## config.mk

```make
export PLATFORM = sky130hd
export DESIGN_NAME = sfq_host
export DESIGN_NICKNAME = d
export VERILOG_FILES = /design/src/rtl/sfq_pkg.sv /design/src/rtl/sfq_host.sv
export SDC_FILE = /design/constraint.sdc
export NUM_CORES = 1
export LEC_CHECK = 0
export ABC_AREA = 1
export BUFFER_PORTS_ARGS = -buffer_cell sky130_fd_sc_hd__buf_2
export CORE_UTILIZATION = 55
export DETAILED_ROUTE_END_ITERATION = 16
export PLACE_DENSITY = 0.78
export SETUP_SLACK_MARGIN = 0.2
export SLEW_MARGIN = 20
export SYNTH_ARGS = -nofsm -noshare
export SYNTH_HDL_FRONTEND = slang
export SYNTH_SLANG_ARGS = --single-unit
```

## constraint.sdc

```tcl
create_clock -name clock_in -period 4 [get_ports clock_in]
set_input_delay 0.8 -clock clock_in [delete_from_list [all_inputs] [get_ports clock_in]]
set_output_delay 0.8 -clock clock_in [all_outputs]
set_load 0.02 [all_outputs]
```

## src/rtl/sfq_pkg.sv

```systemverilog
// constants, types and register map of the quad serial flash host
// How it works
// - four-wire opcode: two nibble clocks, high first
// - C0h parameter upper nibble sets dummy clocks
// - program sends 1 to 256 data bytes; the host sends at most 4 a command
// - security register address 00h, 10h/20h/30h, offset
// - dual address: odd bits line 1
// - quad address: four bits per clock, MSB line 3
// - quad data: two clocks per byte
// - wrap bits on lines 0-2, seventh clock
// - mode byte upper nibble F unless continuous
// - single double-rate read: 4 clocks per byte
// - dual/quad double-rate reads: 2 or 1 clocks
// - four-wire double-rate reads: 1 clock per byte
// - all bytes most significant bit first
package sfq_pkg;

  localparam int CLK_PERIOD_NS = 4;
  localparam int SCLK_HALF_NS = 16;
  localparam int SCLK_HALF_CYCLES =
    (SCLK_HALF_NS + CLK_PERIOD_NS - 1) / CLK_PERIOD_NS;

  localparam logic [7:0] OFF_CTRL = 8'h00;
  localparam logic [7:0] OFF_ADDR = 8'h04;
  localparam logic [7:0] OFF_MODE = 8'h08;
  localparam logic [7:0] OFF_WDATA = 8'h0C;
  localparam logic [7:0] OFF_RDATA = 8'h10;
  localparam logic [7:0] OFF_STATUS = 8'h14;
  localparam logic [7:0] OFF_GO = 8'h18;

  localparam int STAT_BUSY_BIT = 0;
  localparam int STAT_DONE_BIT = 1;
  localparam int STAT_SELECT_BIT = 2;

  localparam logic [31:0] CTRL_RESET = 32'h0000_0000;
  localparam logic [23:0] ADDR_RESET = 24'h00_0000;
  localparam logic [7:0] MODE_RESET = 8'hFF;
  localparam logic [31:0] WDATA_RESET = 32'h0000_0000;

  localparam logic [1:0] LANES_1 = 2'h0;
  localparam logic [1:0] LANES_2 = 2'h1;
  localparam logic [5:0] OPCODE_BITS = 6'h08;
  localparam logic [5:0] ADDR_BITS = 6'h18;
  localparam logic [5:0] MODE_BITS = 6'h08;
  localparam logic [2:0] MAX_DATA_BYTES = 3'h4;

  localparam logic [7:0] OP_SET_READ_PARAMS = 8'hC0;
  localparam logic [7:0] OP_BURST_WRAP_READ = 8'h0C;
  localparam logic [7:0] OP_DTR_FAST_READ = 8'h0D;
  localparam logic [7:0] OP_DTR_DUAL_READ = 8'hBD;
  localparam logic [7:0] OP_DTR_QUAD_READ = 8'hED;
  localparam logic [7:0] OP_DTR_WRAP_READ = 8'h0E;
  localparam logic [7:0] OP_SET_BURST_WRAP = 8'h77;

  typedef struct packed {
    logic [2:0] spare_hi;
    logic [4:0] dummy_clks;
    logic spare_lo;
    logic [2:0] data_bytes;
    logic skip_opcode;
    logic keep_select;
    logic host_sends;
    logic dtr;
    logic has_mode;
    logic has_addr;
    logic [1:0] data_lanes;
    logic [1:0] addr_lanes;
    logic [1:0] cmd_lanes;
    logic [7:0] opcode;
  } sfq_ctrl_s;

  typedef enum logic [2:0] {
    SFQ_IDLE, SFQ_START, SFQ_OPC, SFQ_ADDR,
    SFQ_MODE, SFQ_DUMMY, SFQ_DATA, SFQ_FIN
  } sfq_phase_e;

endpackage : sfq_pkg

```

## src/rtl/sfq_host.sv

```systemverilog
// APB-commanded host that runs one flash command over the four data lines
`timescale 1ns/100ps
module sfq_host (
  input wire logic clock_in,
  input wire logic reset_n_in,
  input wire logic psel_in,
  input wire logic penable_in,
  input wire logic pwrite_in,
  input wire logic [7:0] paddr_in,
  input wire logic [31:0] pwdata_in,
  output logic [31:0] prdata_out,
  output logic pready_out,
  output logic pslverr_out,
  output logic cs_n_out,
  output logic sclk_out,
  input wire logic [3:0] data_line_in,
  output logic [3:0] data_line_out,
  output logic [3:0] data_line_oe_n_out
);

  sfq_pkg::sfq_ctrl_s ctrl_reg;
  logic [23:0] addr_reg;
  logic [7:0] mode_reg;
  logic [31:0] wdata_reg;
  logic done_reg;
  logic [31:0] prdata_reg;
  logic [3:0] line_meta_reg;
  logic [3:0] line_sync_reg;
  logic [3:0] div_reg;
  logic tick;
  sfq_pkg::sfq_phase_e state_reg;
  sfq_pkg::sfq_phase_e state_next;
  logic sclk_reg;
  logic cs_n_reg;
  logic [31:0] shift_reg;
  logic [31:0] shift_next;
  logic [5:0] bits_reg;
  logic [5:0] bits_next;
  logic [31:0] rx_reg;
  logic [31:0] rx_next;
  logic done_pulse_reg;
  logic [3:0] out_reg;
  logic [3:0] oe_n_reg;
  logic [3:0] out_val;
  logic [3:0] oe_n_val;
  logic [5:0] lanes;
  logic dtr_phase;
  logic rx_phase;
  logic tx_phase;
  logic [2:0] data_bytes;
  logic access;
  logic wr;
  logic mapped;
  logic idle;
  logic go_accept;
  logic [31:0] rd_val;

  assign idle = (state_reg == sfq_pkg::SFQ_IDLE);
  assign access = psel_in && penable_in;
  assign wr = access && pwrite_in;
  assign go_accept = wr && (paddr_in == sfq_pkg::OFF_GO) && idle;
  assign mapped = (paddr_in == sfq_pkg::OFF_CTRL)
    || (paddr_in == sfq_pkg::OFF_ADDR) || (paddr_in == sfq_pkg::OFF_MODE)
    || (paddr_in == sfq_pkg::OFF_WDATA) || (paddr_in == sfq_pkg::OFF_RDATA)
    || (paddr_in == sfq_pkg::OFF_STATUS) || (paddr_in == sfq_pkg::OFF_GO);
  assign pready_out = 1'b1;
  assign pslverr_out = access && !mapped;
  assign prdata_out = prdata_reg;
  assign cs_n_out = cs_n_reg;
  assign sclk_out = sclk_reg;
  assign data_line_out = out_reg;
  assign data_line_oe_n_out = oe_n_reg;

  // program data: at most four bytes a command, longer pages chained
  assign data_bytes = (ctrl_reg.data_bytes > sfq_pkg::MAX_DATA_BYTES)
    ? sfq_pkg::MAX_DATA_BYTES : ctrl_reg.data_bytes;

  // software registers; settings are frozen while a command runs
  always_ff @(posedge clock_in or negedge reset_n_in)
  begin
    if (!reset_n_in)
    begin
      ctrl_reg <= sfq_pkg::CTRL_RESET;
      addr_reg <= sfq_pkg::ADDR_RESET;
      mode_reg <= sfq_pkg::MODE_RESET;
      wdata_reg <= sfq_pkg::WDATA_RESET;
    end
    else if (wr && idle)
    begin
      unique case (paddr_in)
        sfq_pkg::OFF_CTRL: ctrl_reg <= pwdata_in;
        sfq_pkg::OFF_ADDR: addr_reg <= pwdata_in[23:0];
        sfq_pkg::OFF_MODE: mode_reg <= pwdata_in[7:0];
        sfq_pkg::OFF_WDATA: wdata_reg <= pwdata_in;
        default: ;
      endcase
    end
  end

  // done flag: completion wins over a write-one clear
  always_ff @(posedge clock_in or negedge reset_n_in)
  begin
    if (!reset_n_in)
      done_reg <= 1'b0;
    else if (done_pulse_reg)
      done_reg <= 1'b1;
    else if (wr && paddr_in == sfq_pkg::OFF_STATUS
        && pwdata_in[sfq_pkg::STAT_DONE_BIT])
      done_reg <= 1'b0;
  end

  always_comb
  begin
    rd_val = 32'h0000_0000;
    unique case (paddr_in)
      sfq_pkg::OFF_CTRL: rd_val = ctrl_reg;
      sfq_pkg::OFF_ADDR: rd_val = {8'h00, addr_reg};
      sfq_pkg::OFF_MODE: rd_val = {24'h00_0000, mode_reg};
      sfq_pkg::OFF_WDATA: rd_val = wdata_reg;
      sfq_pkg::OFF_RDATA: rd_val = rx_reg;
      sfq_pkg::OFF_STATUS:
      begin
        rd_val[sfq_pkg::STAT_BUSY_BIT] = !idle;
        rd_val[sfq_pkg::STAT_DONE_BIT] = done_reg;
        rd_val[sfq_pkg::STAT_SELECT_BIT] = !cs_n_reg;
      end
      default: rd_val = 32'h0000_0000;
    endcase
  end

  // read data captured in the setup cycle, stable through access
  always_ff @(posedge clock_in or negedge reset_n_in)
  begin
    if (!reset_n_in)
      prdata_reg <= 32'h0000_0000;
    else if (psel_in && !penable_in && !pwrite_in)
      prdata_reg <= rd_val;
  end

  // data lines come from the pins: two-stage synchroniser
  always_ff @(posedge clock_in or negedge reset_n_in)
  begin
    if (!reset_n_in)
    begin
      line_meta_reg <= 4'h0;
      line_sync_reg <= 4'h0;
    end
    else
    begin
      line_meta_reg <= data_line_in;
      line_sync_reg <= line_meta_reg;
    end
  end

  // half-period divider for the serial clock
  always_ff @(posedge clock_in or negedge reset_n_in)
  begin
    if (!reset_n_in)
      div_reg <= 4'h0;
    else if (idle || tick)
      div_reg <= 4'h0;
    else
      div_reg <= div_reg + 4'h1;
  end
  assign tick = (div_reg == 4'(sfq_pkg::SCLK_HALF_CYCLES - 1));

  // lines per beat for the current phase
  always_comb
  begin
    logic [1:0] code;
    code = sfq_pkg::LANES_1;
    unique case (state_reg)
      sfq_pkg::SFQ_OPC: code = ctrl_reg.cmd_lanes;
      sfq_pkg::SFQ_ADDR, sfq_pkg::SFQ_MODE:
        code = ctrl_reg.addr_lanes;
      sfq_pkg::SFQ_DATA, sfq_pkg::SFQ_DUMMY:
        code = ctrl_reg.data_lanes;
      default: code = sfq_pkg::LANES_1;
    endcase
    unique case (code)
      sfq_pkg::LANES_1: lanes = 6'h01;
      sfq_pkg::LANES_2: lanes = 6'h02;
      default: lanes = 6'h04;
    endcase
  end

  // opcode and dummy always single rate; address, mode and data on both edges when set
  assign dtr_phase = ctrl_reg.dtr && (state_reg == sfq_pkg::SFQ_ADDR
    || state_reg == sfq_pkg::SFQ_MODE
    || state_reg == sfq_pkg::SFQ_DATA);
  assign rx_phase = (state_reg == sfq_pkg::SFQ_DATA) && !ctrl_reg.host_sends;
  assign tx_phase = (state_reg == sfq_pkg::SFQ_OPC)
    || (state_reg == sfq_pkg::SFQ_ADDR) || (state_reg == sfq_pkg::SFQ_MODE)
    || (state_reg == sfq_pkg::SFQ_DATA && ctrl_reg.host_sends);

  // phase that follows the current one, then what it loads
  always_comb
  begin
    logic early;
    logic pre_mode;
    logic pre_dummy;
    early = (state_reg == sfq_pkg::SFQ_START)
      || (state_reg == sfq_pkg::SFQ_OPC);
    pre_mode = early || (state_reg == sfq_pkg::SFQ_ADDR);
    pre_dummy = pre_mode || (state_reg == sfq_pkg::SFQ_MODE);
    if (state_reg == sfq_pkg::SFQ_START && !ctrl_reg.skip_opcode)
      state_next = sfq_pkg::SFQ_OPC;
    else if (early && ctrl_reg.has_addr)
      state_next = sfq_pkg::SFQ_ADDR;
    else if (pre_mode && ctrl_reg.has_mode)
      state_next = sfq_pkg::SFQ_MODE;
    else if (pre_dummy && ctrl_reg.dummy_clks != 5'h00)
      state_next = sfq_pkg::SFQ_DUMMY;
    else if (state_reg != sfq_pkg::SFQ_DATA && data_bytes != 3'h0)
      state_next = sfq_pkg::SFQ_DATA;
    else
      state_next = sfq_pkg::SFQ_FIN;
    shift_next = 32'h0000_0000;
    bits_next = 6'h00;
    unique case (state_next)
      sfq_pkg::SFQ_OPC:
      begin
        shift_next = {ctrl_reg.opcode, 24'h00_0000};
        bits_next = sfq_pkg::OPCODE_BITS;
      end
      sfq_pkg::SFQ_ADDR:
      begin
        shift_next = {addr_reg, 8'h00};
        bits_next = sfq_pkg::ADDR_BITS;
      end
      sfq_pkg::SFQ_MODE:
      begin
        shift_next = {mode_reg, 24'h00_0000};
        bits_next = sfq_pkg::MODE_BITS;
      end
      sfq_pkg::SFQ_DUMMY: bits_next = {1'b0, ctrl_reg.dummy_clks};
      sfq_pkg::SFQ_DATA:
      begin
        shift_next = wdata_reg;
        bits_next = {data_bytes, 3'h0};
      end
      default: ;
    endcase
  end

  // incoming beat, most significant lines first
  always_comb
  begin
    unique case (lanes)
      6'h01: rx_next = {rx_reg[30:0], line_sync_reg[1]};
      6'h02: rx_next = {rx_reg[29:0], line_sync_reg[1:0]};
      default: rx_next = {rx_reg[27:0], line_sync_reg};
    endcase
  end

  // command sequencer, stepped on each half period of the serial clock
  always_ff @(posedge clock_in or negedge reset_n_in)
  begin
    if (!reset_n_in)
    begin
      state_reg <= sfq_pkg::SFQ_IDLE;
      sclk_reg <= 1'b0;
      cs_n_reg <= 1'b1;
      shift_reg <= 32'h0000_0000;
      bits_reg <= 6'h00;
      rx_reg <= 32'h0000_0000;
      done_pulse_reg <= 1'b0;
    end
    else
    begin
      done_pulse_reg <= 1'b0;
      unique case (state_reg)
        sfq_pkg::SFQ_IDLE:
          if (go_accept)
          begin
            state_reg <= sfq_pkg::SFQ_START;
            cs_n_reg <= 1'b0;
          end
        sfq_pkg::SFQ_START:
          if (tick)
          begin
            state_reg <= state_next;
            shift_reg <= shift_next;
            bits_reg <= bits_next;
          end
        sfq_pkg::SFQ_FIN:
          if (tick)
          begin
            if (sclk_reg)
              sclk_reg <= 1'b0;
            else
            begin
              state_reg <= sfq_pkg::SFQ_IDLE;
              cs_n_reg <= !ctrl_reg.keep_select;
              done_pulse_reg <= 1'b1;
            end
          end
        sfq_pkg::SFQ_DUMMY:
          if (tick)
          begin
            sclk_reg <= !sclk_reg;
            if (sclk_reg && bits_reg == 6'h01)
            begin
              state_reg <= state_next;
              shift_reg <= shift_next;
              bits_reg <= bits_next;
            end
            else if (sclk_reg)
              bits_reg <= bits_reg - 6'h01;
          end
        sfq_pkg::SFQ_OPC, sfq_pkg::SFQ_ADDR, sfq_pkg::SFQ_MODE,
        sfq_pkg::SFQ_DATA:
          if (tick)
          begin
            sclk_reg <= !sclk_reg;
            if (rx_phase && (dtr_phase || !sclk_reg))
              rx_reg <= rx_next;
            if (dtr_phase || sclk_reg)
            begin
              if (bits_reg <= lanes)
              begin
                state_reg <= state_next;
                shift_reg <= shift_next;
                bits_reg <= bits_next;
              end
              else
              begin
                shift_reg <= shift_reg << lanes;
                bits_reg <= bits_reg - lanes;
              end
            end
          end
      endcase
    end
  end

  // pin drive; lines 2 and 3 held high while selected outside four-line phases
  always_comb
  begin
    out_val = 4'hC;
    oe_n_val = 4'hF;
    if (!cs_n_reg && lanes != 6'h04)
      oe_n_val[3:2] = 2'h0;
    if (tx_phase)
    begin
      unique case (lanes)
        6'h01:
        begin
          out_val[0] = shift_reg[31];
          oe_n_val[0] = 1'b0;
        end
        6'h02:
        begin
          out_val[1:0] = shift_reg[31:30];
          oe_n_val[1:0] = 2'h0;
        end
        default:
        begin
          out_val = shift_reg[31:28];
          oe_n_val = 4'h0;
        end
      endcase
    end
  end

  // quad dummy clocks leave every line released
  always_ff @(posedge clock_in or negedge reset_n_in)
  begin
    if (!reset_n_in)
    begin
      out_reg <= 4'hC;
      oe_n_reg <= 4'hF;
    end
    else
    begin
      out_reg <= out_val;
      oe_n_reg <= oe_n_val;
    end
  end

endmodule : sfq_host

```

==> results by group <==
Timing
  • Max_slew headroom: a little under half
  • Max Freq: approximately 290 MHz
  • Period utilization: ~86%
  • Setup Viol. Count Final: 0
  • Hold WS: roughly 0.32 ns
  • Max Slew Vio Count: 0
  • Fin. Hold Viols: 0
  • Clock Skew: roughly 0.018 ns
  • Tightest Pin Transition: a little under 0.8 ns
  • Final worst path period need: between 3 and 4 ns
  • RSZ-0062 raised after global routing: no
  • Final setup TNS: 0 ns

Synthesis
  • Avg Inst Size Synth: 7.692 um2
  • Share of Yosys cell area claimed by the top area cell type: 43.60%
  • Post-synth net total: approximately 1,600
  • Synth area leaders: dfrtp_1, nand2_1, o21ai_0, nand3_1, inv_1
  • Ys async rst share: between 90% and 100%
  • Cell taking the most area after synthesis: dfrtp_1
  • Yosys warning total: 0
  • EDFF count, synth: 0
  • Synthesized area: 12,050 um2
  • Post-synth top flop: dfrtp_1
  • Netlist cell types: between 50 and 60
  • Cells after Synth: ~1,600
  • Register bit total from synthesis: about 220
  • Sequential share of the synthesized area: 46.65%

Cells and area
  • Most frequent cells in the layout: nand2_1, dfrtp_1, o21ai_0
  • Most common cell after layout, fill and taps aside: nand2_1
  • Layout cell share with drive strength beyond 1: ~15%
  • Synthesis-to-layout area growth: 12.03%
  • Final Cell Area: between 10,000 and 15,000 um2
  • Final Net Count: roughly 1,700

Global routing
  • First-pass GRT wire length: 60,290 um
  • Global Route Usage Sum: roughly 35%
  • Number of global-route vias before repair: roughly 11,000
  • Global route total overflow: 0
  • Pin count of the biggest net entering global routing: approximately 100
  • Initial antenna violation count: 1

Route
  • WL per Instance: between 20 and 25 um
  • Drt initial violations: 1,615
  • Antenna-violating nets left: 0
  • Vias per cell: 6.054
  • DRC viols: 0
  • DRT Pass-1 Iters: 6
  • Total routed wirelength: 38,940 um
  • Via count: ~12,000

Critical path
  • CP required: ~4.5 ns
  • Register-to-register setup slack: roughly 0.56 ns
  • CP Capture Type: flip-flop
  • Arrival @ worst endpoint: ~3.9 ns
  • CP Launch Type: flip-flop
  • Critical Path Fanout Max: 27
  • Crit Path Class: reg -> reg

Clocking
  • Clk slew on worst S/H paths: 0.07 ns
  • Bufs on Longest Clock Path: 3
  • Clock Root Buffer: clkbuf_16
  • Worst-Skew Late Latency: 0.55 ns
  • Num CTS Buffers: 25
  • Postcts setup bufs: 0
  • H-tree lvl count: 1
  • CTS tree: yes
  • Post-CTS sizing: 0
  • Cts hold-fix bufs: 0
  • Clk sink count: between 200 and 250

Place
  • Hpwl dp: between 20,000 and 30,000 um
  • GPL Wtd Cong: between 1 and 1.5
  • Port buffer count: 91
  • DP Area: around 13,000 um2

Pwr
  • Max VDD drop: about 0.00036 V
  • Pwr per Cell Area: 591.0 nW/um2
  • Leak Pwr: 6.608 nW

Floorplan
  • Die area: 22,510 um2
  • Starting Density: between 50% and 60%
  • Die Height: 150.0 um
  • Die W: 150.0 um
  • I/O pin count: 93
  • Core box area: 21,290 um2
  • Row Count: 53

Job
  • Max-Cap Viols: 0

Min path
  • Hold Crit Class: in -> async

Run status
  • Status: completed
## power breakdown
| group | total [mW] | leakage (nW) | internal [mW] | switching (mW) |
|---|---|---|---|---|
| Clock | 2.36 | 0.420 | 1.37 | 0.988 |
| Sequential | 3.07 | 2.94 | 2.71 | 0.362 |
| Combinational | 2.55 | 3.25 | 0.865 | 1.69 |
| Total | 7.98 | 6.61 | 4.94 | 3.04 |
## per-layer routing
layer	vias up	GRT usage, %	wire, um
met5	-	0	0
met4	0	13.69	1555
met3	106	7.500	4222
met2	729	51.32	16620
met1	5471	51.50	16540
li1	5330	-	-
## area by class of cell
| type | count | area [um2] |
|---|---|---|
| Clock inverter | 9 | 93.84 |
| Tap cell | 275 | 344.1 |
| Multi-Input combinational cell | 1061 | 5284 |
| Antenna cell | 1 | 2.502 |
| Clock buffer | 37 | 750.7 |
| Timing Repair Buffer | 114 | 650.6 |
| Fill cell | 1879 | 7782 |
| Sequential cell | 224 | 5623 |
| Inverter | 201 | 755.7 |
## cells by family after synthesis
| family | count (synthesis) | synth area share, % |
|---|---|---|
| simple gates | 681 | 24.99 |
| compound gates | 370 | 17.75 |
| xor+xnor | 2 | 0.1453 |
| fa+ha+maj | 7 | 0.7889 |
| other cells | 1 | 0.03111 |
| flops | 224 | 46.65 |
| buf+inv | 282 | 9.643 |
## synth_stat cells (14+ instances only)
library cell	n
dfstp_2	14
a221oi_1	18
inv_1	191
dfrtp_1	210
nand2_1	388
o22ai_1	54
o21ai_1	19
or2_2	22
nor2_1	52
o21ai_0	194
clkbuf_1	34
buf_2	31
a21oi_1	37
nand3_1	173
## critical path, stage by stage (launching register included)
cell	delay, ns
dfrtp_1	0.48
inv_2	0.18
nand2_2	0.11
nand4_1	0.10
nand3_1	0.15
nor2_2	0.16
ha_1	0.16
inv_1	0.06
fa_1	0.42
nand2_1	0.10
inv_1	0.05
o22ai_1	0.10
nand2_1	0.08
nand2_2	0.13
inv_2	0.15
nand2_2	0.11
clkinv_2	0.34
nand3_1	0.23
nand3_1	0.10
nand2_1	0.07
inv_1	0.04
## worst paths after layout
check,depth (start not counted),startpoint,to
min,1,reset_n_in,div_reg[1]$_DFF_PN0_
max,20,state_reg[0]$_DFFE_PN0P_,shift_reg[14]$_DFFE_PN0P_
max in group asynchronous,2,reset_n_in,shift_reg[27]$_DFFE_PN0P_
max reg2reg,20,state_reg[0]$_DFFE_PN0P_,shift_reg[14]$_DFFE_PN0P_
min in group clock_in,0,line_meta_reg[2]$_DFF_PN0_,line_sync_reg[2]$_DFF_PN0_
min reg2reg,0,line_meta_reg[2]$_DFF_PN0_,line_sync_reg[2]$_DFF_PN0_
## stage by stage
stage	util (%)	std cells	worst slack [ns]	power, mW
2_1_floorplan	-	1567	1.025	4.881
3_3_place_gp	59.46	1875	0.7383	5.527
3_5_place_dp	59.46	1875	0.6443	5.581
4_1_cts	63.43	1921	0.6289	7.934
5_1_grt	63.43	1921	0.3084	8.407
6_report	63.44	1922	0.5642	7.982
Note: power is estimated with default switching activity, not from simulation.
